[src/osc_pkg.sv]
// Package for the oscillator select and divider control block.
// Assumes an APB slave with 32-bit data, one register per aligned word.
`default_nettype none

package osc_pkg;

  // ----------------------------------------------------------------------
  // Register map
  // ----------------------------------------------------------------------
  localparam logic [11:0] OSC_CTRL_ADDR = 12'h000;
  localparam logic [11:0] CLK_DIV_ADDR = 12'h004;

  // ----------------------------------------------------------------------
  // Oscillator control fields
  // ----------------------------------------------------------------------
  localparam int CUR_SRC_LSB = 12;
  localparam int NEW_SRC_LSB = 8;
  localparam int SEL_LOCK_BIT = 7;
  localparam int PIN_LOCK_BIT = 6;
  localparam int PLL_LOCK_BIT = 5;
  localparam int FAIL_BIT = 3;
  localparam int PRI_SLEEP_BIT = 2;
  localparam int SEC_EN_BIT = 1;
  localparam int SWITCH_BIT = 0;

  // ----------------------------------------------------------------------
  // Clock divider fields
  // ----------------------------------------------------------------------
  localparam int RECOVER_BIT = 15;
  localparam int RATIO_LSB = 12;
  localparam int RATIO_EN_BIT = 11;
  localparam int RC_DIV_LSB = 8;
  localparam int SYS_DIV_LSB = 6;
  localparam logic [2:0] RC_DIV_RESET = 3'h1;

  // ----------------------------------------------------------------------
  // Source codes and timing
  // ----------------------------------------------------------------------
  localparam logic [2:0] SRC_FAST_RC_DIV = 3'h7;
  localparam logic [2:0] SRC_PRI_PLL = 3'h3;
  localparam logic [2:0] SRC_FAST_RC_PLL = 3'h1;
  localparam logic [3:0] SETTLE_CYCLES = 4'hA;

  typedef enum logic [1:0] {
    OSC_IDLE,
    OSC_SETTLE,
    OSC_DONE
  } osc_sw_state_e;

  typedef struct packed {
    logic [1:0] switch_monitor_config;
    logic [1:0] primary_mode_config;
    logic [2:0] initial_source_config;
    logic pin_map_one_way_config;
  } osc_config_s;

endpackage

`default_nettype wire

[src/osc_ctrl.sv]
// Oscillator source selection and clock divider control, APB slave.
// Assumes config bits and oscillator status are stable or come from pins.
// Functional notes
// RULE1: switching allowed only when switch enable config bit is zero
// RULE2: fail-safe monitor enabled only when both config bits are zero
// RULE3: power-on source comes from primary mode and initial source config; code uses initial source config only
// RULE4: unprogrammed device starts on fast RC with postscaler, code 111
// RULE5: current source field, read only, bits 14-12, hardware updated
// RULE6: writable new source field at bits 10-8 targets next switch
// RULE7: reset loads current and new source from initial source config
// RULE8: monitor enabled and lock bit set blocks switch requests
// RULE9: pin lock changes only after unlock; one-way config prevents clearing
// RULE10: PLL lock status reads one when locked or start timer expired; code has no start timer, shows synced lock pin only
// RULE11: PLL lock reads zero on valid switch or non-PLL mode
// RULE12: clock fail flag set by monitor, reset zero, software clears
// RULE13: primary oscillator runs in sleep only when sleep enable set
// RULE14: secondary oscillator enabled while secondary enable bit is one
// RULE15: writing switch request starts switch; reads zero when complete
// RULE16: recover on interrupt clears ratio enable on any interrupt
// RULE17: ratio field decodes powers of two, 1:1 up to 1:128
// RULE18: ratio applies only while ratio enable is one, else 1:1
// RULE19: fast RC postscaler divides by 1..64, code 111 by 256
// RULE20: system clock postscaler divides 32 MHz branch by 1,2,4,8
// RULE21: software avoids divide by 4 or 8 while USB enabled
// RULE22: switch with new equal current is redundant, cleared and aborted
// RULE23: wait ten new-source clock cycles before changing over
// RULE24: on completion copy new source to current, clear request
// RULE25: switching disabled holds switch request at zero
// RULE26: lock bit set by software write of one, cleared by reset
// RULE27: divider resets with postscaler 001, other fields zero
//
// Added by the designer: the APB register port and the placing of the registers.
`timescale 1ns/1ns
`default_nettype none

module osc_ctrl #(
  // Rising edges of the new source counted before change-over
  parameter int SETTLE_COUNT = int'(osc_pkg::SETTLE_CYCLES)
) (
  // APB slave
  input wire logic pclk,
  input wire logic presetn,
  input wire logic psel,
  input wire logic penable,
  input wire logic pwrite,
  input wire logic [11:0] paddr,
  input wire logic [31:0] pwdata,
  output logic [31:0] prdata,
  output logic pready,
  output logic pslverr,
  // Configuration, unlock and events
  input wire osc_pkg::osc_config_s cfg,
  input wire logic unlock_ok,
  input wire logic irq_any,
  input wire logic sleep_mode,
  input wire logic usb_enabled,
  // Oscillator status from pins or other clocks
  input wire logic pll_locked_pin,
  input wire logic clock_fail_pin,
  input wire logic new_src_tick_pin,
  // Clock control outputs
  output logic [2:0] sys_source,
  output logic primary_run,
  output logic secondary_run,
  output logic [7:0] periph_ratio,
  output logic [8:0] rc_divisor,
  output logic [3:0] sys_divisor,
  output logic pin_map_locked,
  output logic switch_busy
);

  // The settle counter is four bits wide
  if (SETTLE_COUNT < 1 || SETTLE_COUNT > 15) begin : g_settle_check
    $error("settle count must lie between 1 and 15");
  end

  // ----------------------------------------------------------------------
  // Synchronisers for asynchronous status
  // ----------------------------------------------------------------------
  logic [2:0] meta_r;
  logic [2:0] sync_r;
  logic tick_prev_r;
  always_ff @(posedge pclk or negedge presetn) begin
    if (!presetn) begin
      meta_r <= 3'h0;
      sync_r <= 3'h0;
      tick_prev_r <= 1'b0;
    end else begin
      meta_r <= {new_src_tick_pin, clock_fail_pin, pll_locked_pin};
      sync_r <= meta_r;
      tick_prev_r <= sync_r[2];
    end
  end
  wire logic pll_locked = sync_r[0];
  wire logic clock_fail = sync_r[1];
  wire logic new_tick = sync_r[2] & ~tick_prev_r;

  // ----------------------------------------------------------------------
  // Configuration decode
  // ----------------------------------------------------------------------
  wire logic switch_ok = ~cfg.switch_monitor_config[1]; // RULE1
  wire logic monitor_on = (cfg.switch_monitor_config == 2'h0); // RULE2

  // Strap capture after reset release
  logic strap_done_r;
  always_ff @(posedge pclk or negedge presetn) begin
    if (!presetn) begin
      strap_done_r <= 1'b0;
    end else begin
      strap_done_r <= 1'b1;
    end
  end

  // ----------------------------------------------------------------------
  // APB decode
  // ----------------------------------------------------------------------
  wire logic acc = psel & penable;
  wire logic wr = acc & pwrite;
  wire logic hit_osc = (paddr == osc_pkg::OSC_CTRL_ADDR);
  wire logic hit_div = (paddr == osc_pkg::CLK_DIV_ADDR);
  wire logic wr_osc = wr & hit_osc;
  wire logic wr_div = wr & hit_div;
  assign pready = 1'b1;
  assign pslverr = acc & ~(hit_osc | hit_div);

  // ----------------------------------------------------------------------
  // Oscillator control register
  // ----------------------------------------------------------------------
  logic [2:0] cur_src_r;
  logic [2:0] new_src_r;
  logic sel_lock_r;
  logic pin_lock_r;
  logic fail_r;
  logic pri_sleep_r;
  logic sec_en_r;
  logic switch_r;
  logic pll_stat_r;
  osc_pkg::osc_sw_state_e state_r;
  logic [3:0] settle_r;

  wire logic locked = monitor_on & sel_lock_r; // RULE8
  wire logic wr_switch = wr_osc & pwdata[osc_pkg::SWITCH_BIT];
  wire logic start_req = wr_switch & switch_ok & ~locked & (state_r == osc_pkg::OSC_IDLE);
  wire logic redundant = (new_src_r == cur_src_r);
  wire logic cur_pll = (cur_src_r == osc_pkg::SRC_PRI_PLL)
    | (cur_src_r == osc_pkg::SRC_FAST_RC_PLL);
  wire logic pin_lock_nxt = (~pin_lock_r | ~cfg.pin_map_one_way_config)
    ? pwdata[osc_pkg::PIN_LOCK_BIT] : 1'b1; // RULE9

  always_ff @(posedge pclk or negedge presetn) begin
    if (!presetn) begin
      cur_src_r <= osc_pkg::SRC_FAST_RC_DIV;
      new_src_r <= osc_pkg::SRC_FAST_RC_DIV;
      state_r <= osc_pkg::OSC_IDLE;
      settle_r <= 4'h0;
      switch_r <= 1'b0;
    end else if (!strap_done_r) begin
      cur_src_r <= cfg.initial_source_config; // RULE7 RULE3 RULE4
      new_src_r <= cfg.initial_source_config; // RULE7
    end else begin
      if (wr_osc && !locked && state_r == osc_pkg::OSC_IDLE) begin
        new_src_r <= pwdata[osc_pkg::NEW_SRC_LSB +: 3]; // RULE6
      end
      case (state_r)
        osc_pkg::OSC_IDLE: begin
          if (start_req) begin
            switch_r <= 1'b1; // RULE15 RULE25
            state_r <= osc_pkg::OSC_SETTLE;
            settle_r <= 4'h0;
          end
        end
        osc_pkg::OSC_SETTLE: begin
          if (redundant) begin
            switch_r <= 1'b0; // RULE22
            state_r <= osc_pkg::OSC_IDLE;
          end else if (new_tick) begin
            settle_r <= settle_r + 4'h1;
            if (settle_r == 4'(SETTLE_COUNT - 1)) begin
              state_r <= osc_pkg::OSC_DONE; // RULE23
            end
          end
        end
        osc_pkg::OSC_DONE: begin
          cur_src_r <= new_src_r; // RULE24 RULE5
          switch_r <= 1'b0; // RULE24
          state_r <= osc_pkg::OSC_IDLE;
        end
        default: state_r <= osc_pkg::OSC_IDLE;
      endcase
    end
  end

  wire logic valid_start = (state_r == osc_pkg::OSC_SETTLE) & ~redundant & (settle_r == 4'h0)
    & ~new_tick;

  always_ff @(posedge pclk or negedge presetn) begin
    if (!presetn) begin
      sel_lock_r <= 1'b0;
      pin_lock_r <= 1'b0;
      fail_r <= 1'b0;
      pri_sleep_r <= 1'b0;
      sec_en_r <= 1'b0;
      pll_stat_r <= 1'b0;
    end else begin
      if (wr_osc && pwdata[osc_pkg::SEL_LOCK_BIT]) begin
        sel_lock_r <= 1'b1; // RULE26
      end
      if (wr_osc && unlock_ok) begin
        pin_lock_r <= pin_lock_nxt; // RULE9
      end
      if (monitor_on && clock_fail) begin
        fail_r <= 1'b1; // RULE12
      end else if (valid_start || (wr_osc && !pwdata[osc_pkg::FAIL_BIT])) begin
        fail_r <= 1'b0; // RULE12
      end
      if (wr_osc) begin
        pri_sleep_r <= pwdata[osc_pkg::PRI_SLEEP_BIT];
        sec_en_r <= pwdata[osc_pkg::SEC_EN_BIT];
      end
      pll_stat_r <= cur_pll & pll_locked & ~valid_start & ~switch_r; // RULE10 RULE11
    end
  end

  // ----------------------------------------------------------------------
  // Clock divider register
  // ----------------------------------------------------------------------
  logic recover_r;
  logic [2:0] ratio_r;
  logic ratio_en_r;
  logic [2:0] rc_div_r;
  logic [1:0] sys_div_r;

  always_ff @(posedge pclk or negedge presetn) begin
    if (!presetn) begin
      recover_r <= 1'b0;
      ratio_r <= 3'h0;
      ratio_en_r <= 1'b0;
      rc_div_r <= osc_pkg::RC_DIV_RESET; // RULE27
      sys_div_r <= 2'h0;
    end else begin
      if (wr_div) begin
        recover_r <= pwdata[osc_pkg::RECOVER_BIT];
        ratio_r <= pwdata[osc_pkg::RATIO_LSB +: 3];
        rc_div_r <= pwdata[osc_pkg::RC_DIV_LSB +: 3];
        sys_div_r <= pwdata[osc_pkg::SYS_DIV_LSB +: 2]; // RULE21
      end
      if (recover_r && irq_any) begin
        ratio_en_r <= 1'b0; // RULE16
      end else if (wr_div) begin
        ratio_en_r <= pwdata[osc_pkg::RATIO_EN_BIT];
      end
    end
  end

  // ----------------------------------------------------------------------
  // Clock control outputs
  // ----------------------------------------------------------------------
  logic [7:0] ratio_q;
  logic [8:0] rc_q;
  logic [3:0] sys_q;
  logic [2:0] src_q;
  logic pri_q;
  logic sec_q;
  always_ff @(posedge pclk or negedge presetn) begin
    if (!presetn) begin
      ratio_q <= 8'h01;
      rc_q <= 9'h002;
      sys_q <= 4'h1;
      src_q <= osc_pkg::SRC_FAST_RC_DIV;
      pri_q <= 1'b0;
      sec_q <= 1'b0;
    end else begin
      ratio_q <= ratio_en_r ? (8'h01 << ratio_r) : 8'h01; // RULE17 RULE18
      rc_q <= (rc_div_r == 3'h7) ? 9'h100 : (9'h001 << rc_div_r); // RULE19
      sys_q <= 4'h1 << sys_div_r; // RULE20
      src_q <= cur_src_r;
      pri_q <= ~sleep_mode | pri_sleep_r; // RULE13
      sec_q <= sec_en_r; // RULE14
    end
  end
  assign periph_ratio = ratio_q;
  assign rc_divisor = rc_q;
  assign sys_divisor = sys_q;
  assign sys_source = src_q;
  assign primary_run = pri_q;
  assign secondary_run = sec_q;
  assign pin_map_locked = pin_lock_r;
  assign switch_busy = switch_r;

  // ----------------------------------------------------------------------
  // Read data
  // ----------------------------------------------------------------------
  wire logic [15:0] osc_rd = {1'b0, cur_src_r, 1'b0, new_src_r, sel_lock_r, pin_lock_r,
    pll_stat_r, 1'b0, fail_r, pri_sleep_r, sec_en_r, switch_r};
  wire logic [15:0] div_rd = {recover_r, ratio_r, ratio_en_r, rc_div_r, sys_div_r, 6'h00};
  logic [31:0] rd_r;
  always_ff @(posedge pclk or negedge presetn) begin
    if (!presetn) begin
      rd_r <= 32'h0;
    end else if (psel && !penable && !pwrite) begin
      rd_r <= hit_osc ? {16'h0, osc_rd} : (hit_div ? {16'h0, div_rd} : 32'h0);
    end
  end
  assign prdata = rd_r;

  // ----------------------------------------------------------------------
  // Assertions
  // ----------------------------------------------------------------------
  switch_disabled_a: assert property (@(posedge pclk) disable iff (!presetn) // RULE25
    !switch_ok |-> !switch_r)
    else $error("switch request set while switching disabled");
  switch_start_a: assert property (@(posedge pclk) disable iff (!presetn) // RULE15
    start_req |=> switch_r && state_r == osc_pkg::OSC_SETTLE)
    else $error("switch request not started");
  settle_count_a: assert property (@(posedge pclk) disable iff (!presetn) // RULE23
    (state_r == osc_pkg::OSC_DONE)
      |-> $past(new_tick) && $past(settle_r) == 4'(SETTLE_COUNT - 1))
    else $error("switch completed before settle count");
  cur_hold_a: assert property (@(posedge pclk) disable iff (!presetn) // RULE5
    (strap_done_r && state_r != osc_pkg::OSC_DONE) |=> cur_src_r == $past(cur_src_r))
    else $error("current source changed outside completion");
  pll_shown_a: assert property (@(posedge pclk) disable iff (!presetn) // RULE10
    (cur_pll && pll_locked && state_r == osc_pkg::OSC_IDLE && !switch_r) |=> pll_stat_r)
    else $error("PLL lock not shown");
  fail_clear_a: assert property (@(posedge pclk) disable iff (!presetn) // RULE12
    (wr_osc && !pwdata[osc_pkg::FAIL_BIT] && !(monitor_on && clock_fail)) |=> !fail_r)
    else $error("clock fail flag not cleared");
  sel_lock_hold_a: assert property (@(posedge pclk) disable iff (!presetn) // RULE26
    sel_lock_r |=> sel_lock_r)
    else $error("selection lock cleared without reset");
  pin_unlock_a: assert property (@(posedge pclk) disable iff (!presetn) // RULE9
    !unlock_ok |=> pin_lock_r == $past(pin_lock_r))
    else $error("pin map lock changed without unlock");
  lock_blocks_a: assert property (@(posedge pclk) disable iff (!presetn) // RULE8
    (locked && state_r == osc_pkg::OSC_IDLE && !switch_r) |=> !switch_r)
    else $error("switch started while selection locked");
  redundant_abort_a: assert property (@(posedge pclk) disable iff (!presetn) // RULE22
    (state_r == osc_pkg::OSC_SETTLE && redundant) |=> !switch_r && cur_src_r == $past(cur_src_r))
    else $error("redundant switch not aborted");
  switch_done_a: assert property (@(posedge pclk) disable iff (!presetn) // RULE24
    (state_r == osc_pkg::OSC_DONE) |=> !switch_r && cur_src_r == $past(new_src_r))
    else $error("switch completion wrong");
  ratio_off_a: assert property (@(posedge pclk) disable iff (!presetn) // RULE18
    !ratio_en_r |=> periph_ratio == 8'h01)
    else $error("ratio applied while disabled");
  recover_clear_a: assert property (@(posedge pclk) disable iff (!presetn) // RULE16
    (recover_r && irq_any) |=> !ratio_en_r ##1 periph_ratio == 8'h01)
    else $error("interrupt did not end doze");
  fail_set_a: assert property (@(posedge pclk) disable iff (!presetn) // RULE12
    (monitor_on && clock_fail) |=> fail_r)
    else $error("clock fail not flagged");
  pll_nonpll_a: assert property (@(posedge pclk) disable iff (!presetn) // RULE11
    (!cur_pll || switch_r) |=> !pll_stat_r)
    else $error("PLL lock shown in non PLL mode");
  one_way_a: assert property (@(posedge pclk) disable iff (!presetn) // RULE9
    (pin_lock_r && cfg.pin_map_one_way_config) |=> pin_lock_r)
    else $error("pin map lock cleared in one-way mode");

endmodule // osc_ctrl

`default_nettype wire

[config.mk]
export PLATFORM = sky130hd
export DESIGN_NAME = osc_ctrl
export DESIGN_NICKNAME = d
export VERILOG_FILES = /design/src/osc_pkg.sv /design/src/osc_ctrl.sv
export SDC_FILE = /design/constraint.sdc
export NUM_CORES = 1
export LEC_CHECK = 0
export BUFFER_PORTS_ARGS = -buffer_cell sky130_fd_sc_hd__buf_4
export CORE_MARGIN = 3
export CORE_UTILIZATION = 40
export CTS_CLUSTER_SIZE = 24
export DETAILED_ROUTE_END_ITERATION = 8
export GPL_TIMING_DRIVEN = 0
export PLACE_DENSITY = 0.75
export SETUP_SLACK_MARGIN = 0.15
export SLEW_MARGIN = 20
export SYNTH_ARGS = -nofsm -noshare
export SYNTH_HDL_FRONTEND = slang
export SYNTH_SLANG_ARGS = --single-unit
[constraint.sdc]
create_clock -name pclk -period 1.9 [get_ports pclk]
set_clock_uncertainty 0.05 [all_clocks]
set_input_delay 0.285 -clock pclk [delete_from_list [all_inputs] [get_ports pclk]]
set_output_delay 0.285 -clock pclk [all_outputs]
set_load 0.05 [all_outputs]
==> flow_metrics.py <==
metrics = {
    "final_layout": {
        "diodes": 0,
        "fillers": 631,
        "instances_no_fill": 516,
        "layout-drive-gt1-share": 0.488,
        "seq_area_um2": 1940,
        "layout_commonest_cell": "buf_4",
        "final_cell_mix": "buf_4, dfrtp_1, conb_1, nand2_1, mux2i_1",
        "final_nets": 480,
        "area_growth_pct": 45.6,
        "multi_input_area_um2": 1410,
    },
    "cts": {
        "path_clk_slew_ns": 0.08,
        "cts_buffer_depth": 2,
        "clock-sinks": 77,
        "numCtsBuffers": 9,
        "clkLatencyLatePin_ns": 0.35,
        "tritoncts": "built",
        "root_buffer": "clkbuf_8",
        "cts_htree_levels": 3,
    },
    "drt": {
        "first_pass_iters": 4,
        "wl_per_cell_um": 14.9,
        "drc": 0,
        "vias": 2463,
        "ant_nets": 0,
        "drt_iter0_drc": 88,
        "viasPerCell": 4.77,
        "wirelength_um": 7710,
    },
    "setup_path": {
        "worstRegToRegCells": 7,
        "worst-setup-path-type": "in2out",
        "crit_family": "simple AND/OR/NAND/NOR gates",
        "cp.required_ns": 1.56,
        "arrival_ns": 1.65,
        "endpoint_kind": "output pin",
        "rr_endpoint": "settle_r[3]$_DFFE_PN0P_",
        "cp-start-kind": "input port",
        "critPathBufInv": 2,
        "crit_slowest_cell": "or4_4",
        "crit_chain": "buf_6 > or4_4 > or3_4 > and3_4 > buf_8",
        "slowest_delay_ns": 0.53,
        "cp_max_fo": 2,
        "r2r-start": "state_r[1]$_DFFE_PN0P_",
        "rrSetupSlack_ns": 0.09,
    },
    "pwr": {
        "netSwitchingFraction": 0.309,
        "switching_power_uw": 1310,
        "ir_worst_vdd_mv": 0.438,
        "clkPwrFrac": 0.298,
        "comb_power_share": 0.259,
        "seq_power_share": 0.443,
        "p_leak_uw": 0.00239,
        "p_int_uw": 2920,
        "p_per_area_nw_per_um2": 870,
    },
    "sta": {
        "layout_setup_ws_ns": -0.0878,
        "whs_ns": 0.00448,
        "finalCriticalPeriod_ns": 1.99,
        "max_freq_mhz": 503,
        "drv_slew": 0,
        "rsz0062_at_grt": "yes",
        "setup_viol": 11,
        "period_share": 1.05,
        "slew-limit-headroom": 0.379,
        "worst_pin_slew_ns": 0.931,
        "hold_viol": 0,
    },
    "die": {
        "rows": 32,
        "io_pins": 126,
        "coreArea_um2": 7930,
        "start_util": 0.421,
        "die_area_um2": 9470,
        "die_w_um": 97.3,
        "die_y_um": 97.3,
    },
    "synthesis": {
        "ys_warn_count": 0,
        "synth-edff-count": 0,
        "synth_ff_type": "dfrtp_1",
        "async_reset_ff_frac": 1.00,
        "synth_area_leaders": "dfrtp_1, dfstp_2, mux2i_1, buf_4, mux2_2",
        "synth.yosys.seq_area_share": 0.583,
        "synth_top_area_share": 0.480,
        "syn_area_um2": 3330,
        "synth_area_leader_cell": "dfrtp_1",
        "synth-seq-cells": 77,
        "syn_avg_cell_area_um2": 12.2,
        "yosysUniqueCellTypes": 47,
        "synthCells": 273,
    },
    "place": {
        "port_buffers": 85,
        "hpwl_um": 5210,
        "gp_congestion": 0.890,
        "dp.cells": 478,
    },
    "grt": {
        "grt_pass1_wl_um": 12200,
        "overflow": 0,
        "antenna_found_initial": 0,
        "grt_start_max_net_pins": 78,
        "grt_usage": 0.161,
        "grt_pass1_vias": 2439,
    },
    "outcome": {
        "violations": "setup timing",
        "outcome": "finished, violations left",
    },
    "min_path": {
        "hp-class": "in2async",
    },
    "flow_run": {
        "drv_cap": 0,
    },
}
-- power by group through the flow --
stage	logic, µW	clock network [µW]	registers [µW]
finish	1100	1260	1870
global route	1180	1360	1890
CTS	911	1290	1860
detailed placement	796	0	1880
global placement	771	0	1870
floorplan	492	0	1920
-- cell families after synthesis --
kind of cell             synth area share
AO/OA/AOI/OAI                      0.0882
other                             0.00225
AND/OR/NAND/NOR                     0.138
adder cells (fa/ha/maj)            0.0263
XOR/XNOR                          0.00788
multiplexers                       0.0852
buffers and inverters              0.0698
flip-flops                          0.583
-- final cells by class --
class | instances | share of cell area
Inverter | 7 | 0.00541
Timing Repair Buffer | 107 | 0.191
Clock buffer | 11 | 0.0312
Buffer | 29 | 0.0428
Sequential cell | 77 | 0.400
Clock inverter | 5 | 0.0116
Multi-Input combinational cell | 178 | 0.291
Tap cell | 102 | 0.0263
-- synth_stat cells, types with 3 or more instances --
master / number
dfrtp_1: 64
buf_4: 19
nand2_1: 18
mux2i_1: 16
nor2_1: 15
dfstp_2: 13
o21ai_0: 12
a21oi_1: 11
mux2_2: 11
clkbuf_1: 7
ha_1: 7
inv_1: 7
a22o_1: 5
a31oi_1: 5
and3_1: 5
nand2b_1: 4
nand3_1: 4
nor3_1: 4
a211o_1: 3
nor2b_1: 3
nor3b_1: 3
xnor2_1: 3
-- flip-flops by register name, summed over array words and instances (netlist names), 2 cells and up --
name,cells
ratio_r,3
state_r,2
meta_r,3
sys_div_r,2
settle_r,4
sys_divisor,4
prdata,15
new_src_r,3
periph_ratio,8
cur_src_r,3
sys_source,3
rc_divisor,8
rc_div_r,3
sync_r,3
-- through the flow --
stage	setup TNS, ns	power [µW]	area (µm²)	utilization	setup WS, ns
6_report	-0.633	4230	4860	0.613	-0.0878
5_1_grt	-0.806	4430	4860	0.613	-0.109
4_1_cts	-0.537	4060	4640	0.586	-0.0814
3_5_place_dp	-10.04	2680	4170	0.527	-0.474
3_3_place_gp	-9.27	2640	4170	0.527	-0.446
2_1_floorplan	-1.47	2410	3410	-	-0.115
-- routing by layer --
layer | vias to the layer above | routed length [µm] | GRT usage
met5 | - | 0 | 0
met4 | 0 | 169 | 0.0639
met3 | 16 | 499 | 0.0488
met2 | 85 | 3760 | 0.256
met1 | 1176 | 3290 | 0.206
li1 | 1186 | - | -
-- how the worst max path moves through the flow --
stage,startpoint,slack [ns],depth (start not counted),to
global route,paddr[10],-0.11,5,pslverr
floorplan,paddr[3],-0.12,6,settle_r[0]$_DFFE_PN0P_
CTS,paddr[6],-0.08,5,pslverr
detailed placement,paddr[3],-0.47,7,settle_r[3]$_DFFE_PN0P_
global placement,paddr[3],-0.45,7,settle_r[3]$_DFFE_PN0P_
finish,paddr[10],-0.09,5,pslverr
-- repair_timing --
action                     CTS  global route
setup endpoints to repair   23            36
buffers inserted            10             7
hold buffers                 3             0
gates resized for setup     20            36
cloned                       1             1
hold endpoints to repair     3             0
pin swaps                    9             8
Power figures use the tool's default switching activity.
